--- config.mk ---
export PLATFORM = sky130hd
export DESIGN_NAME = pfirc_top
export DESIGN_NICKNAME = d
export VERILOG_FILES = /design/src/hw/pfirc_pkg.sv /design/src/hw/pfirc_buf.sv /design/src/hw/pfirc_top.sv
export VERILOG_INCLUDE_DIRS = /design/src /design/src/hw
export SDC_FILE = /design/constraint.sdc
export NUM_CORES = 2
export LEC_CHECK = 0
export ABC_CLOCK_PERIOD_IN_PS = 12600
export BUFFER_PORTS_ARGS = -buffer_cell sky130_fd_sc_hd__buf_2
export CORE_UTILIZATION = 45
export CTS_BUF_LIST = sky130_fd_sc_hd__clkbuf_8 sky130_fd_sc_hd__clkbuf_16
export DETAILED_ROUTE_END_ITERATION = 7
export GPL_TIMING_DRIVEN = 0
export HOLD_SLACK_MARGIN = 0.1
export PLACE_DENSITY = 0.69
export SLEW_MARGIN = 0
export SYNTH_ARGS = -nofsm -noshare
export SYNTH_HDL_FRONTEND = slang
export SYNTH_HIERARCHICAL = 1
export SYNTH_SLANG_ARGS = --single-unit
--- constraint.sdc ---
create_clock -name i_mclk -period 12.6 [get_ports i_mclk]
set_input_delay 2.52 -clock i_mclk [delete_from_list [all_inputs] [get_ports i_mclk]]
set_output_delay 2.52 -clock i_mclk [all_outputs]
set_load 0.1 [all_outputs]
--- src/hw/pfirc_cfg.svh ---
// How it works
// - Mode 0 disables, 2 enables; 1,3 reserved
// - First tap coefficient register at 0x418
// - Second tap coefficient register at 0x41A
// - Third tap coefficient register at 0x41C
// - Side taps signed 12-bit, upper bits reserved
// - Fourth tap coefficient register at 0x41E
// - Side-tap LSB weight set by field 0-6
// - Centre tap uses 18-bit signed coefficient
`ifndef PFIRC_CFG_SVH
`define PFIRC_CFG_SVH

// Register indices; byte address is four times the index
`define PFIRC_IDX_CFG      14'h0400
`define PFIRC_IDX_TAP0     14'h0418
`define PFIRC_IDX_TAP1     14'h041A
`define PFIRC_IDX_TAP2     14'h041C
`define PFIRC_IDX_TAP3     14'h041E
`define PFIRC_IDX_CENTRE   14'h0420
`define PFIRC_IDX_LINK     14'h0200
`define PFIRC_IDX_STATUS   14'h0201

// Configuration register fields
`define PFIRC_CFG_W        8
`define PFIRC_CFG_RST      8'h00
`define PFIRC_CFG_MODE_LSB 0
`define PFIRC_CFG_SCW_LSB  2
`define PFIRC_CFG_MERGE    5
`define PFIRC_CFG_SHARE    6
`define PFIRC_MODE_OFF     2'h0
`define PFIRC_MODE_ON      2'h2
`define PFIRC_SCW_MAX      3'h6

// Coefficient fields
`define PFIRC_SIDE_W       12
`define PFIRC_CENTRE_W     18
`define PFIRC_COEF_RST     18'h00000
`define PFIRC_FRAC_BITS    16

// Status register fields
`define PFIRC_ST_ACTIVE    0
`define PFIRC_ST_CNT_LSB   1
`define PFIRC_ST_VIOL      8

`endif

--- src/hw/pfirc_pkg.sv ---
package pfirc_pkg;
    typedef enum logic [1:0] {
        PFIRC_MODE_OFF_E  = 2'h0,
        PFIRC_MODE_RSV1_E = 2'h1,
        PFIRC_MODE_ON_E   = 2'h2,
        PFIRC_MODE_RSV3_E = 2'h3
    } pfirc_mode_t;
endpackage

--- src/hw/pfirc_buf.sv ---
`timescale 1ns/10ps
// Two-entry buffer; head entry drives the output directly
module pfirc_buf #(
    parameter int W     = 12,
    parameter int DEPTH = 2
) (
    input  wire logic         i_mclk,
    input  wire logic         i_sys_rst,
    input  wire logic [W-1:0] i_data,
    input  wire logic         i_valid,
    output logic              o_ready,
    output logic [W-1:0]      o_data,
    output logic              o_valid,
    input  wire logic         i_ready,
    output logic [1:0]        o_count
);
    initial begin
        if (DEPTH != 2) begin
            $error("pfirc_buf serves a depth of two only");
        end
    end

    logic [W-1:0] ent1_reg;
    logic [1:0]   cnt_reg;
    wire          push = i_valid & o_ready;
    wire          pop  = o_valid & i_ready;
    wire  [1:0]   cnt_next = cnt_reg + {1'b0, push} - {1'b0, pop};
    wire          load0_in = push & ((pop & (cnt_reg == 2'h1)) |
                                     (!pop & (cnt_reg == 2'h0)));
    wire          load1_in = push & ((!pop & (cnt_reg == 2'h1)) |
                                     (pop & (cnt_reg == 2'h2)));
    wire          shift    = pop & (cnt_reg == 2'h2);

    always_ff @(posedge i_mclk) begin
        if (i_sys_rst) begin
            cnt_reg  <= 2'h0;
            o_valid  <= 1'b0;
            o_ready  <= 1'b0;
            o_data   <= '0;
            ent1_reg <= '0;
        end else begin
            cnt_reg <= cnt_next;
            o_valid <= cnt_next != 2'h0;
            o_ready <= cnt_next != 2'h2;
            if (shift) begin
                o_data <= ent1_reg;
            end else if (load0_in) begin
                o_data <= i_data;
            end
            if (load1_in) begin
                ent1_reg <= i_data;
            end
        end
    end

    assign o_count = cnt_reg;
endmodule

--- src/hw/pfirc_top.sv ---
`timescale 1ns/10ps
`include "pfirc_cfg.svh"
// Programmable FIR control: registers, coefficient store, sample path
module pfirc_top #(
    parameter int SMP_W = 12
) (
    input  wire logic             i_mclk,
    input  wire logic             i_sys_rst,
    input  wire logic             i_wb_cyc,
    input  wire logic             i_wb_stb,
    input  wire logic             i_wb_we,
    input  wire logic [15:0]      i_wb_adr,
    input  wire logic [3:0]       i_wb_sel,
    input  wire logic [31:0]      i_wb_dat,
    output logic [31:0]           o_wb_dat,
    output logic                  o_wb_ack,
    input  wire logic [SMP_W-1:0] i_smp_data,
    input  wire logic             i_smp_valid,
    output logic                  o_smp_ready,
    output logic [SMP_W-1:0]      o_smp_data,
    output logic                  o_smp_valid,
    input  wire logic             i_smp_ready,
    output logic                  o_serial_link_enable,
    output logic                  o_filter_merge_bit,
    output logic                  o_filter_share
);
    localparam int SW   = `PFIRC_SIDE_W;
    localparam int CW   = `PFIRC_CENTRE_W;
    localparam int ACCW = SMP_W + CW + 4;

    initial begin
        if (SMP_W < 2 || SMP_W > 16) begin
            $error("pfirc_top sample width out of range");
        end
    end

    // Register state
    logic [`PFIRC_CFG_W-1:0] fir_config_reg;
    logic [SW-1:0]           tap_reg [4];
    logic [CW-1:0]           centre_reg;
    logic                    viol_reg;
    logic [SMP_W-1:0]        hist_reg [4];

    // Bus decode
    wire        req      = i_wb_cyc & i_wb_stb & !o_wb_ack;
    wire        wr       = req & i_wb_we;
    wire [13:0] idx      = i_wb_adr[15:2];
    wire        hit_cfg  = idx == `PFIRC_IDX_CFG;
    wire        hit_t0   = idx == `PFIRC_IDX_TAP0;
    wire        hit_t1   = idx == `PFIRC_IDX_TAP1;
    wire        hit_t2   = idx == `PFIRC_IDX_TAP2;
    wire        hit_t3   = idx == `PFIRC_IDX_TAP3;
    wire        hit_cen  = idx == `PFIRC_IDX_CENTRE;
    wire        hit_link = idx == `PFIRC_IDX_LINK;
    wire        hit_st   = idx == `PFIRC_IDX_STATUS;
    wire [3:0]  hit_tap  = {hit_t3, hit_t2, hit_t1, hit_t0};
    wire [31:0] wmask    = {{8{i_wb_sel[3]}}, {8{i_wb_sel[2]}},
                            {8{i_wb_sel[1]}}, {8{i_wb_sel[0]}}};

    // Byte-lane merge of write data over a stored value
    function automatic logic [31:0] merge_w(input logic [31:0] old,
                                            input logic [31:0] nw,
                                            input logic [31:0] m);
        merge_w = (old & ~m) | (nw & m);
    endfunction

    wire [31:0] cfg_w  = merge_w({24'h0, fir_config_reg}, i_wb_dat, wmask);
    wire [31:0] cen_w  = merge_w({14'h0, centre_reg}, i_wb_dat, wmask);
    wire [31:0] link_w = merge_w({31'h0, o_serial_link_enable},
                                 i_wb_dat, wmask);
    wire        cfg_touch = wr & (hit_cfg | hit_cen | (|hit_tap));
    wire        viol_set  = cfg_touch & o_serial_link_enable;
    wire        viol_clr  = wr & hit_st & i_wb_sel[1] &
                            i_wb_dat[`PFIRC_ST_VIOL];

    // Mode decode: reserved codes leave the filter off
    pfirc_pkg::pfirc_mode_t mode;
    assign mode = pfirc_pkg::pfirc_mode_t'(
        fir_config_reg[`PFIRC_CFG_MODE_LSB +: 2]);
    wire        filt_on = mode == pfirc_pkg::PFIRC_MODE_ON_E;
    wire [2:0]  scw_raw = fir_config_reg[`PFIRC_CFG_SCW_LSB +: 3];
    wire [2:0]  scw     = (scw_raw > `PFIRC_SCW_MAX) ?
                          `PFIRC_SCW_MAX : scw_raw;
    wire [1:0]  buf_cnt;

    // Read mux
    logic [31:0] rd_data;
    always_comb begin
        rd_data = 32'h0;
        if (hit_cfg) begin
            rd_data = {24'h0, fir_config_reg};
        end else if (|hit_tap) begin
            for (int k = 0; k < 4; k++) begin
                if (hit_tap[k]) begin
                    rd_data = {20'h0, tap_reg[k]};
                end
            end
        end else if (hit_cen) begin
            rd_data = {14'h0, centre_reg};
        end else if (hit_link) begin
            rd_data = {31'h0, o_serial_link_enable};
        end else if (hit_st) begin
            rd_data[`PFIRC_ST_ACTIVE]          = filt_on;
            rd_data[`PFIRC_ST_CNT_LSB +: 2]    = buf_cnt;
            rd_data[`PFIRC_ST_VIOL]            = viol_reg;
        end
    end

    // Bus slave: one-cycle answer, unmapped reads zero
    always_ff @(posedge i_mclk) begin
        if (i_sys_rst) begin
            o_wb_ack <= 1'b0;
            o_wb_dat <= 32'h0;
        end else begin
            o_wb_ack <= req;
            o_wb_dat <= req ? rd_data : 32'h0;
        end
    end

    always_ff @(posedge i_mclk) begin
        if (i_sys_rst) begin
            fir_config_reg       <= `PFIRC_CFG_RST;
            o_serial_link_enable <= 1'b0;
        end else begin
            if (wr & hit_cfg) begin
                fir_config_reg <= {1'b0, cfg_w[6:0]};
            end
            if (wr & hit_link) begin
                o_serial_link_enable <= link_w[0];
            end
        end
    end

    // Coefficient store, signed values in the low bits
    always_ff @(posedge i_mclk) begin
        if (i_sys_rst) begin
            for (int k = 0; k < 4; k++) begin
                tap_reg[k] <= SW'(`PFIRC_COEF_RST);
            end
            centre_reg <= `PFIRC_COEF_RST;
        end else begin
            for (int k = 0; k < 4; k++) begin
                if (wr & hit_tap[k]) begin
                    tap_reg[k] <= SW'(merge_w({20'h0, tap_reg[k]},
                                              i_wb_dat, wmask));
                end
            end
            if (wr & hit_cen) begin
                centre_reg <= cen_w[CW-1:0];
            end
        end
    end

    // Sticky flag for settings written while the link runs; set wins
    always_ff @(posedge i_mclk) begin
        if (i_sys_rst) begin
            viol_reg <= 1'b0;
        end else if (viol_set) begin
            viol_reg <= 1'b1;
        end else if (viol_clr) begin
            viol_reg <= 1'b0;
        end
    end

    always_ff @(posedge i_mclk) begin
        if (i_sys_rst) begin
            o_filter_merge_bit <= 1'b0;
            o_filter_share     <= 1'b0;
        end else begin
            o_filter_merge_bit <= fir_config_reg[`PFIRC_CFG_MERGE];
            o_filter_share     <= fir_config_reg[`PFIRC_CFG_SHARE];
        end
    end

    // Sample path: tap k weights the sample k steps back
    wire              take = i_smp_valid & o_smp_ready;
    wire [SMP_W-1:0]  x [5];
    assign x[0] = i_smp_data;
    for (genvar g = 0; g < 4; g++) begin : g_hist
        assign x[g+1] = hist_reg[g];
    end

    logic signed [ACCW-1:0] acc;
    logic signed [ACCW-1:0] term;
    logic signed [ACCW-1:0] scaled;
    logic [SMP_W-1:0]       filt_out;
    always_comb begin
        acc  = ACCW'(signed'(centre_reg) * signed'(x[4]));
        term = '0;
        for (int k = 0; k < 4; k++) begin
            term = ACCW'(signed'(tap_reg[k]) * signed'(x[k]));
            acc  = acc + (term <<< scw);
        end
        scaled = acc >>> `PFIRC_FRAC_BITS;
        if (scaled > ACCW'(signed'({1'b0, {(SMP_W-1){1'b1}}}))) begin
            filt_out = {1'b0, {(SMP_W-1){1'b1}}};
        end else if (scaled < ACCW'(signed'({1'b1, {(SMP_W-1){1'b0}}})))
        begin
            filt_out = {1'b1, {(SMP_W-1){1'b0}}};
        end else begin
            filt_out = scaled[SMP_W-1:0];
        end
    end

    wire [SMP_W-1:0] path_data = filt_on ? filt_out : i_smp_data;

    always_ff @(posedge i_mclk) begin
        if (i_sys_rst) begin
            for (int k = 0; k < 4; k++) begin
                hist_reg[k] <= '0;
            end
        end else if (take) begin
            hist_reg[0] <= i_smp_data;
            for (int k = 1; k < 4; k++) begin
                hist_reg[k] <= hist_reg[k-1];
            end
        end
    end

    pfirc_buf #(
        .W     (SMP_W),
        .DEPTH (2)
    ) u_buf (
        .i_mclk    (i_mclk),
        .i_sys_rst (i_sys_rst),
        .i_data    (path_data),
        .i_valid   (i_smp_valid),
        .o_ready   (o_smp_ready),
        .o_data    (o_smp_data),
        .o_valid   (o_smp_valid),
        .i_ready   (i_smp_ready),
        .o_count   (buf_cnt)
    );
endmodule

---- After elaboration in Yosys (flattened, before gate mapping) ----
Memories as Yosys holds them, arrays and structs flattened.
Index checks and enable logic that the tools add are counted.
storage, ports and cells
  bits of input ports ..................... 71
  register bits after elaboration ......... 90
  RAM bits ................................ 96
  memories kept ........................... 2
  word-level logic and storage cells ...... 152
  output and inout bits ................... 50
memories
  name      words  bits a word  read ports  clocked after memory_dff  wr ports  line             source
  hist_reg  4      12           4           0                         4         pfirc_top.sv:42  logic [SMP_W-1:0] hist_reg [4];
  tap_reg   4      12           4           0                         4         pfirc_top.sv:39  logic [SW-1:0] tap_reg [4];
cells by class
  eq/ne operators ......................... 12
  muxes and demuxes ....................... 44
  multipliers ............................. 5
  shift-type cells ........................ 4
  bitwise gates (word level) .............. 52
  order comparisons ....................... 3
  reductions and logical operators ........ 9
  add/subtract/negate cells ............... 6
operator list
  cell                  number
  $mux 12               15
  $sshl 24x3->34        4
  $add 34x34->34        3
  $mul 12x12->24        4
  $mux 32               3
  $eq 14x11->1 const B  6
  $and 12x12->12        4
  $or 12x12->12         4
  $and 18x18->18        2
  $add 30x34->34        1
  $mul 18x12->30        1
  $eq 14x10->1 const B  2
  $and 1x1->1           24
  $mux 1                21
  $gt 18x12->1 const B  1
  $lt 18x12->1 const B  1
  $mux 18               1
  $not 18->18           1
  $or 18x18->18         1
  $or 1x1->1            13
  $mux 3                3
  $and 7x7->7           1
  $mux 7                1
  $or 7x7->7            1
  other kinds (13)      17

---- Depth between registers and ports, before layout ----
  word-level depth ........................ 13
  mapped depth ............................ 51
  mapped depth without buffers ............ 48

---- Hierarchy ----
The synthesis kept the hierarchy.
modules (own cells, without submodules)
  module     cells each  seq. area each (um^2)  instances  area each (um^2)
  pfirc_top  4815        3843.7                 1          42854.9
  pfirc_buf  131         560.5                  1          1257.5

---- Worst setup path before layout ----
No wires, ideal clock.
  path type ............................... input to register
  from .................................... input i_smp_data[3]
  to ...................................... register u_buf.o_data[1]
  stages on the path ...................... 41
  library setup time ...................... 121 ps
  path slack .............................. -961 ps
  path buffers ............................ 2
  required time ........................... 12479 ps
  data arrival time ....................... 13440 ps
  path through ............................ clkbuf_1 > nand2_1 > fa_1 > inv_1 > fa_1 > fa_1 > fa_1 > fa_1 > ha_1 > a21o_1 > a21o_1 > a2111oi_0 > o21a_1 > o311ai_0 > a21oi_1 > xnor2_1 > inv_1 > a211oi_1 > [5 not listed] > inv_1 > fa_1 > inv_1 > fa_1 > inv_1 > ha_1 > and2_1 > nor3b_1 > o31ai_1 > a22o_1 > nand2_1 > o311ai_0 > o21ai_1 > nand4bb_1 > o41ai_2 > buf_6 > o22ai_2 > o221a_1
on the way
  longest elaborated chain between the ends .. 12
  elaborated cells on any way between the ends .. 13
  classes of those cells .................. 4 x add/sub; 1 x mul; 2 x order compare; 1 x shift; 5 x mux
ends and longest elaborated chain
  element                         line              source
  start: declaration              pfirc_top.sv:17   input wire logic [SMP_W-1:0] i_smp_data,
  $mul 12x12->24 *                pfirc_top.sv:191  term = ACCW'(signed'(tap_reg[k]) * signed'(x[k]));
  $sshl 24x3->34 *                pfirc_top.sv:192  acc = acc + (term <<< scw);
  $add 30x34->34 *                pfirc_top.sv:192
  $add 34x34->34 * (3 in series)  pfirc_top.sv:192
  $lt 18x12->1                    pfirc_top.sv:197  end else if (scaled < ACCW'(signed'({1'b1, {(SMP_W-1){1'b0}}})))
  $mux 12                         pfirc_top.sv:197
  $mux 12 *                       pfirc_top.sv:195  if (scaled > ACCW'(signed'({1'b0, {(SMP_W-1){1'b1}}}))) begin
  $mux 12 *                       pfirc_top.sv:205  wire [SMP_W-1:0] path_data = filt_on ? filt_out : i_smp_data;
  via path_data[1]                pfirc_top.sv:205
  $mux 12 *                       pfirc_buf.sv:47   end else if (load0_in) begin
  $mux 12 *                       pfirc_buf.sv:45   if (shift) begin
  end signal: assignment          pfirc_buf.sv:46   o_data <= ent1_reg;
  end signal: assignment          pfirc_buf.sv:48   o_data <= i_data;
  end: declaration                pfirc_buf.sv:12   output logic [W-1:0] o_data,
Mark *: on every way through the listed nets, which the timed path passes. The rest lies on a longest branch. The select of a mux whose other input is x is not followed.
A chain may end at the register's enable or synchronous reset.

---- Final worst setup path ----
  from .................................... input i_smp_data[11]
  to ...................................... register u_buf.o_data[8]
The elaborated chain is that of the path after synthesis.

==> impl_metrics.env <==
export IMPL_ys_async_sr_fraction=0
export IMPL_die_h_um=315.1
export IMPL_drive_above_1_share=0.09956
export IMPL_coreArea_sq_um=96850
export IMPL_ys_types=93
export IMPL_postSynthAreaPerCell_sq_um=8.919
export IMPL_grt_pass1_wl_um=221900
export IMPL_die_w_um=315.1
export IMPL_maxCapViolations=0
export IMPL_synth_area_sq_um=44110
export IMPL_outcome="finished with violations"
export IMPL_final_util=0.5079
export IMPL_fp_row_count=114
export IMPL_grt_max_degree=30
export IMPL_finClkSkew_ns=0.02817
export IMPL_endpoint_kind="flop"
export IMPL_clock_sinks=172
export IMPL_io_pins=121
export IMPL_synth_warnings=6
export IMPL_clkLatencyLatePin_ns=0.54
export IMPL_ys_seq_elements=172
export IMPL_synth_edf_count=96
export IMPL_ctsHoldBuffers=0
export IMPL_path_buf_inv=10
export IMPL_crit_fanout=6
export IMPL_finalHoldViolCount=0
export IMPL_drt_initial_drc_count=3243
export IMPL_cpMostUsedCell="fa_1"
export IMPL_required_ns=13.01
export IMPL_drtPass1Iterations=8
export IMPL_cts_root_buf="clkbuf_16"
export IMPL_antenna_left=0
export IMPL_violations="design-rule violations, negative setup slack"
export IMPL_cts_tree="yes"
export IMPL_cp_startpoint="i_smp_data[11]"
export IMPL_fmax_mhz=73.84
export IMPL_dp_hpwl_um=119600
export IMPL_cts_buffers=17
export IMPL_slew_limit_headroom=0.2033
export IMPL_ys_seq_area_frac=0.09984
export IMPL_yosysTopAreaCell="fa_1"
export IMPL_timing_final_ws_setup_ns=-0.9425
export IMPL_drt_total_wl_um=145100
export IMPL_gp_congestion=1.032
export IMPL_wl_per_cell_um=22.47
export IMPL_clockBufferDepth=2
export IMPL_die_area_sq_um=99280
export IMPL_synth_top_cells_by_area="fa_1 (40%), inv_1 (9.0%), ha_1 (8.4%), edfxtp_1 (6.5%), nand2_1 (5.7%)"
export IMPL_placement_io_buffers=87
export IMPL_hp_class="flop to flop"
export IMPL_worst_slew_pin_slew_ns=1.188
export IMPL_path_clk_slew_ns=0.07
export IMPL_hp_start="u_buf/ent1_reg[7]"
export IMPL_grtUsageTotal=0.2986
export IMPL_post_route_period_util=1.075
export IMPL_path_class="input pin to flop"
export IMPL_antenna_found_initial=7
export IMPL_arrival_ns=13.95
export IMPL_start_util=0.4555
export IMPL_vias_per_cell=5.582
export IMPL_final_max_slew_viol_count=0
export IMPL_timing_rr_start="hist_reg[0][0]"
export IMPL_grt_ovfl_total=0
export IMPL_min_period_ns=13.54
export IMPL_syn_to_final_growth_pct=11.51
export IMPL_setup_viol=24
export IMPL_drcViolationCount=6
export IMPL_grt_pass1_vias=37150
export IMPL_yosysTopAreaCellShare=0.4012
export IMPL_cts_max_level=4
export IMPL_final_nets=6410
export IMPL_via_count=36050
export IMPL_rsz0062_at_grt="true"
export IMPL_cp_start_kind="input pin"
export IMPL_cp_slowest_cell="fa_1"
export IMPL_ys_flop_type="edfxtp_1"
export IMPL_critPathMaxStageDelay_ns=0.56
export IMPL_synth_cells=4946
export IMPL_crit_family="adder cells"
-- cells in the final DEF, fill, tap and decap left out, drive strengths merged, types with 8 or more instances in the layout --
cell,synthesis,routed
nor2b,12,12
a31oi,11,11
o21a,15,15
xor2,30,30
ha,295,295
o211ai,10,10
and2,293,293
nand4,13,13
nor2,216,216
mux2i,144,144
o21ai,127,127
diode,0,9
clkbuf,214,229
inv,1055,1064
and3,15,15
nand3,30,30
nor4,8,8
fa,884,884
o221a,12,12
a211oi,17,17
xnor2,89,89
or2,9,9
o21bai,11,11
o22ai,27,27
buf,33,217
a21o,32,32
edfxtp,96,96
a21oi,172,172
nor3,45,45
dfxtp,76,76
nand2,666,666
conb,1,14
a22o,9,9
mux2,29,29
nand2b,126,126
-- worst min-delay path: cells and delay by family (launching register included) --
family / cells / cell delay [ns]
DFF: 1 / 0.31
muxes: 1 / 0.06
and+or+nand+nor: 1 / 0.06
-- repair_timing --
| item | CTS | global route |
|---|---|---|
| setup buffers | 43 | 49 |
| gates resized for setup | 161 | 134 |
| pin swaps | 96 | 100 |
| setup endpoints to repair | 24 | 24 |
| gates cloned | 3 | 1 |
-- Yosys cell counts (all sizes together) (5+ instances only) --
library cell	n
a2111oi	5
a211o	6
a211oi	17
a21o	32
a21oi	172
a222oi	7
a22o	9
a31o	6
a31oi	11
and2	293
and3	15
buf	33
clkbuf	214
dfxtp	76
edfxtp	96
fa	884
ha	295
inv	1055
mux2	29
mux2i	144
mux4	6
nand2	666
nand2b	126
nand3	30
nand4	13
nor2	216
nor2b	12
nor3	45
nor4	8
o211a	6
o211ai	10
o21a	15
o21ai	127
o21bai	11
o221a	12
o22ai	27
o31ai	7
or2	9
or3	7
xnor2	89
xor2	30
-- worst paths after layout --
check | depth (start not counted) | slack, ns | to
setup reg to reg | 48 | -0.62 | u_buf/o_data[8]
setup / recovery | 44 | -0.94 | u_buf/o_data[8]
hold reg to reg | 2 | 0.48 | u_buf/ent1_reg[7]
hold / removal | 2 | 0.48 | u_buf/ent1_reg[7]
-- routing by layer --
| layer | track usage | share of wire | vias to the layer above |
|---|---|---|---|
| li1 | - | - | 15600 |
| met1 | 0.3867 | 0.39 | 18280 |
| met2 | 0.4750 | 0.46 | 1798 |
| met3 | 0.06716 | 0.098 | 378 |
| met4 | 0.1379 | 0.055 | 0 |
| met5 | 0 | 0 | - |
-- stage by stage --
| step | instances | cell area, sq um | TNS [ns] | worst slack [ns] | hold slack (ns) |
|---|---|---|---|---|---|
| floorplan | 4959 | 44490 | -5.090 | -0.3011 | 0.4361 |
| global placement | 6322 | 46520 | -45.82 | -2.026 | 0.4487 |
| detailed placement | 6323 | 46550 | -48.53 | -2.140 | 0.4563 |
| CTS | 6399 | 48330 | -13.57 | -0.6500 | 0.4663 |
| global route | 6450 | 49170 | -26.37 | -1.211 | 0.5055 |
| finish | 6458 | 49190 | -19.94 | -0.9425 | 0.4799 |
-- kinds of logic after synthesis --
| group | after synthesis | share of synthesized area |
|---|---|---|
| other | 1 | 0.00008501 |
| muxes | 179 | 0.04314 |
| adders and majority gates | 1179 | 0.4849 |
| buffers and inverters | 1305 | 0.1131 |
| DFF | 172 | 0.09984 |
| xor gates and xnor gates | 119 | 0.02363 |
| and+or+nand+nor | 1460 | 0.1563 |
| AOI/OAI and AO/OA | 531 | 0.07899 |
-- cell type report --
type	count	area, sq um
well taps	1276	1597
clock inverters	15	178.9
repair buffers	183	1329
plain buffers	246	1254
clock buffers	17	425.4
multi-input cells	3482	36000
inverters	1058	3975
diodes	9	22.52
flip-flops and latches	172	4404
fillers	8928	47660
Power is not shown: default switching activity piles up to over one toggle a cycle in this logic, so the estimate is an artifact.
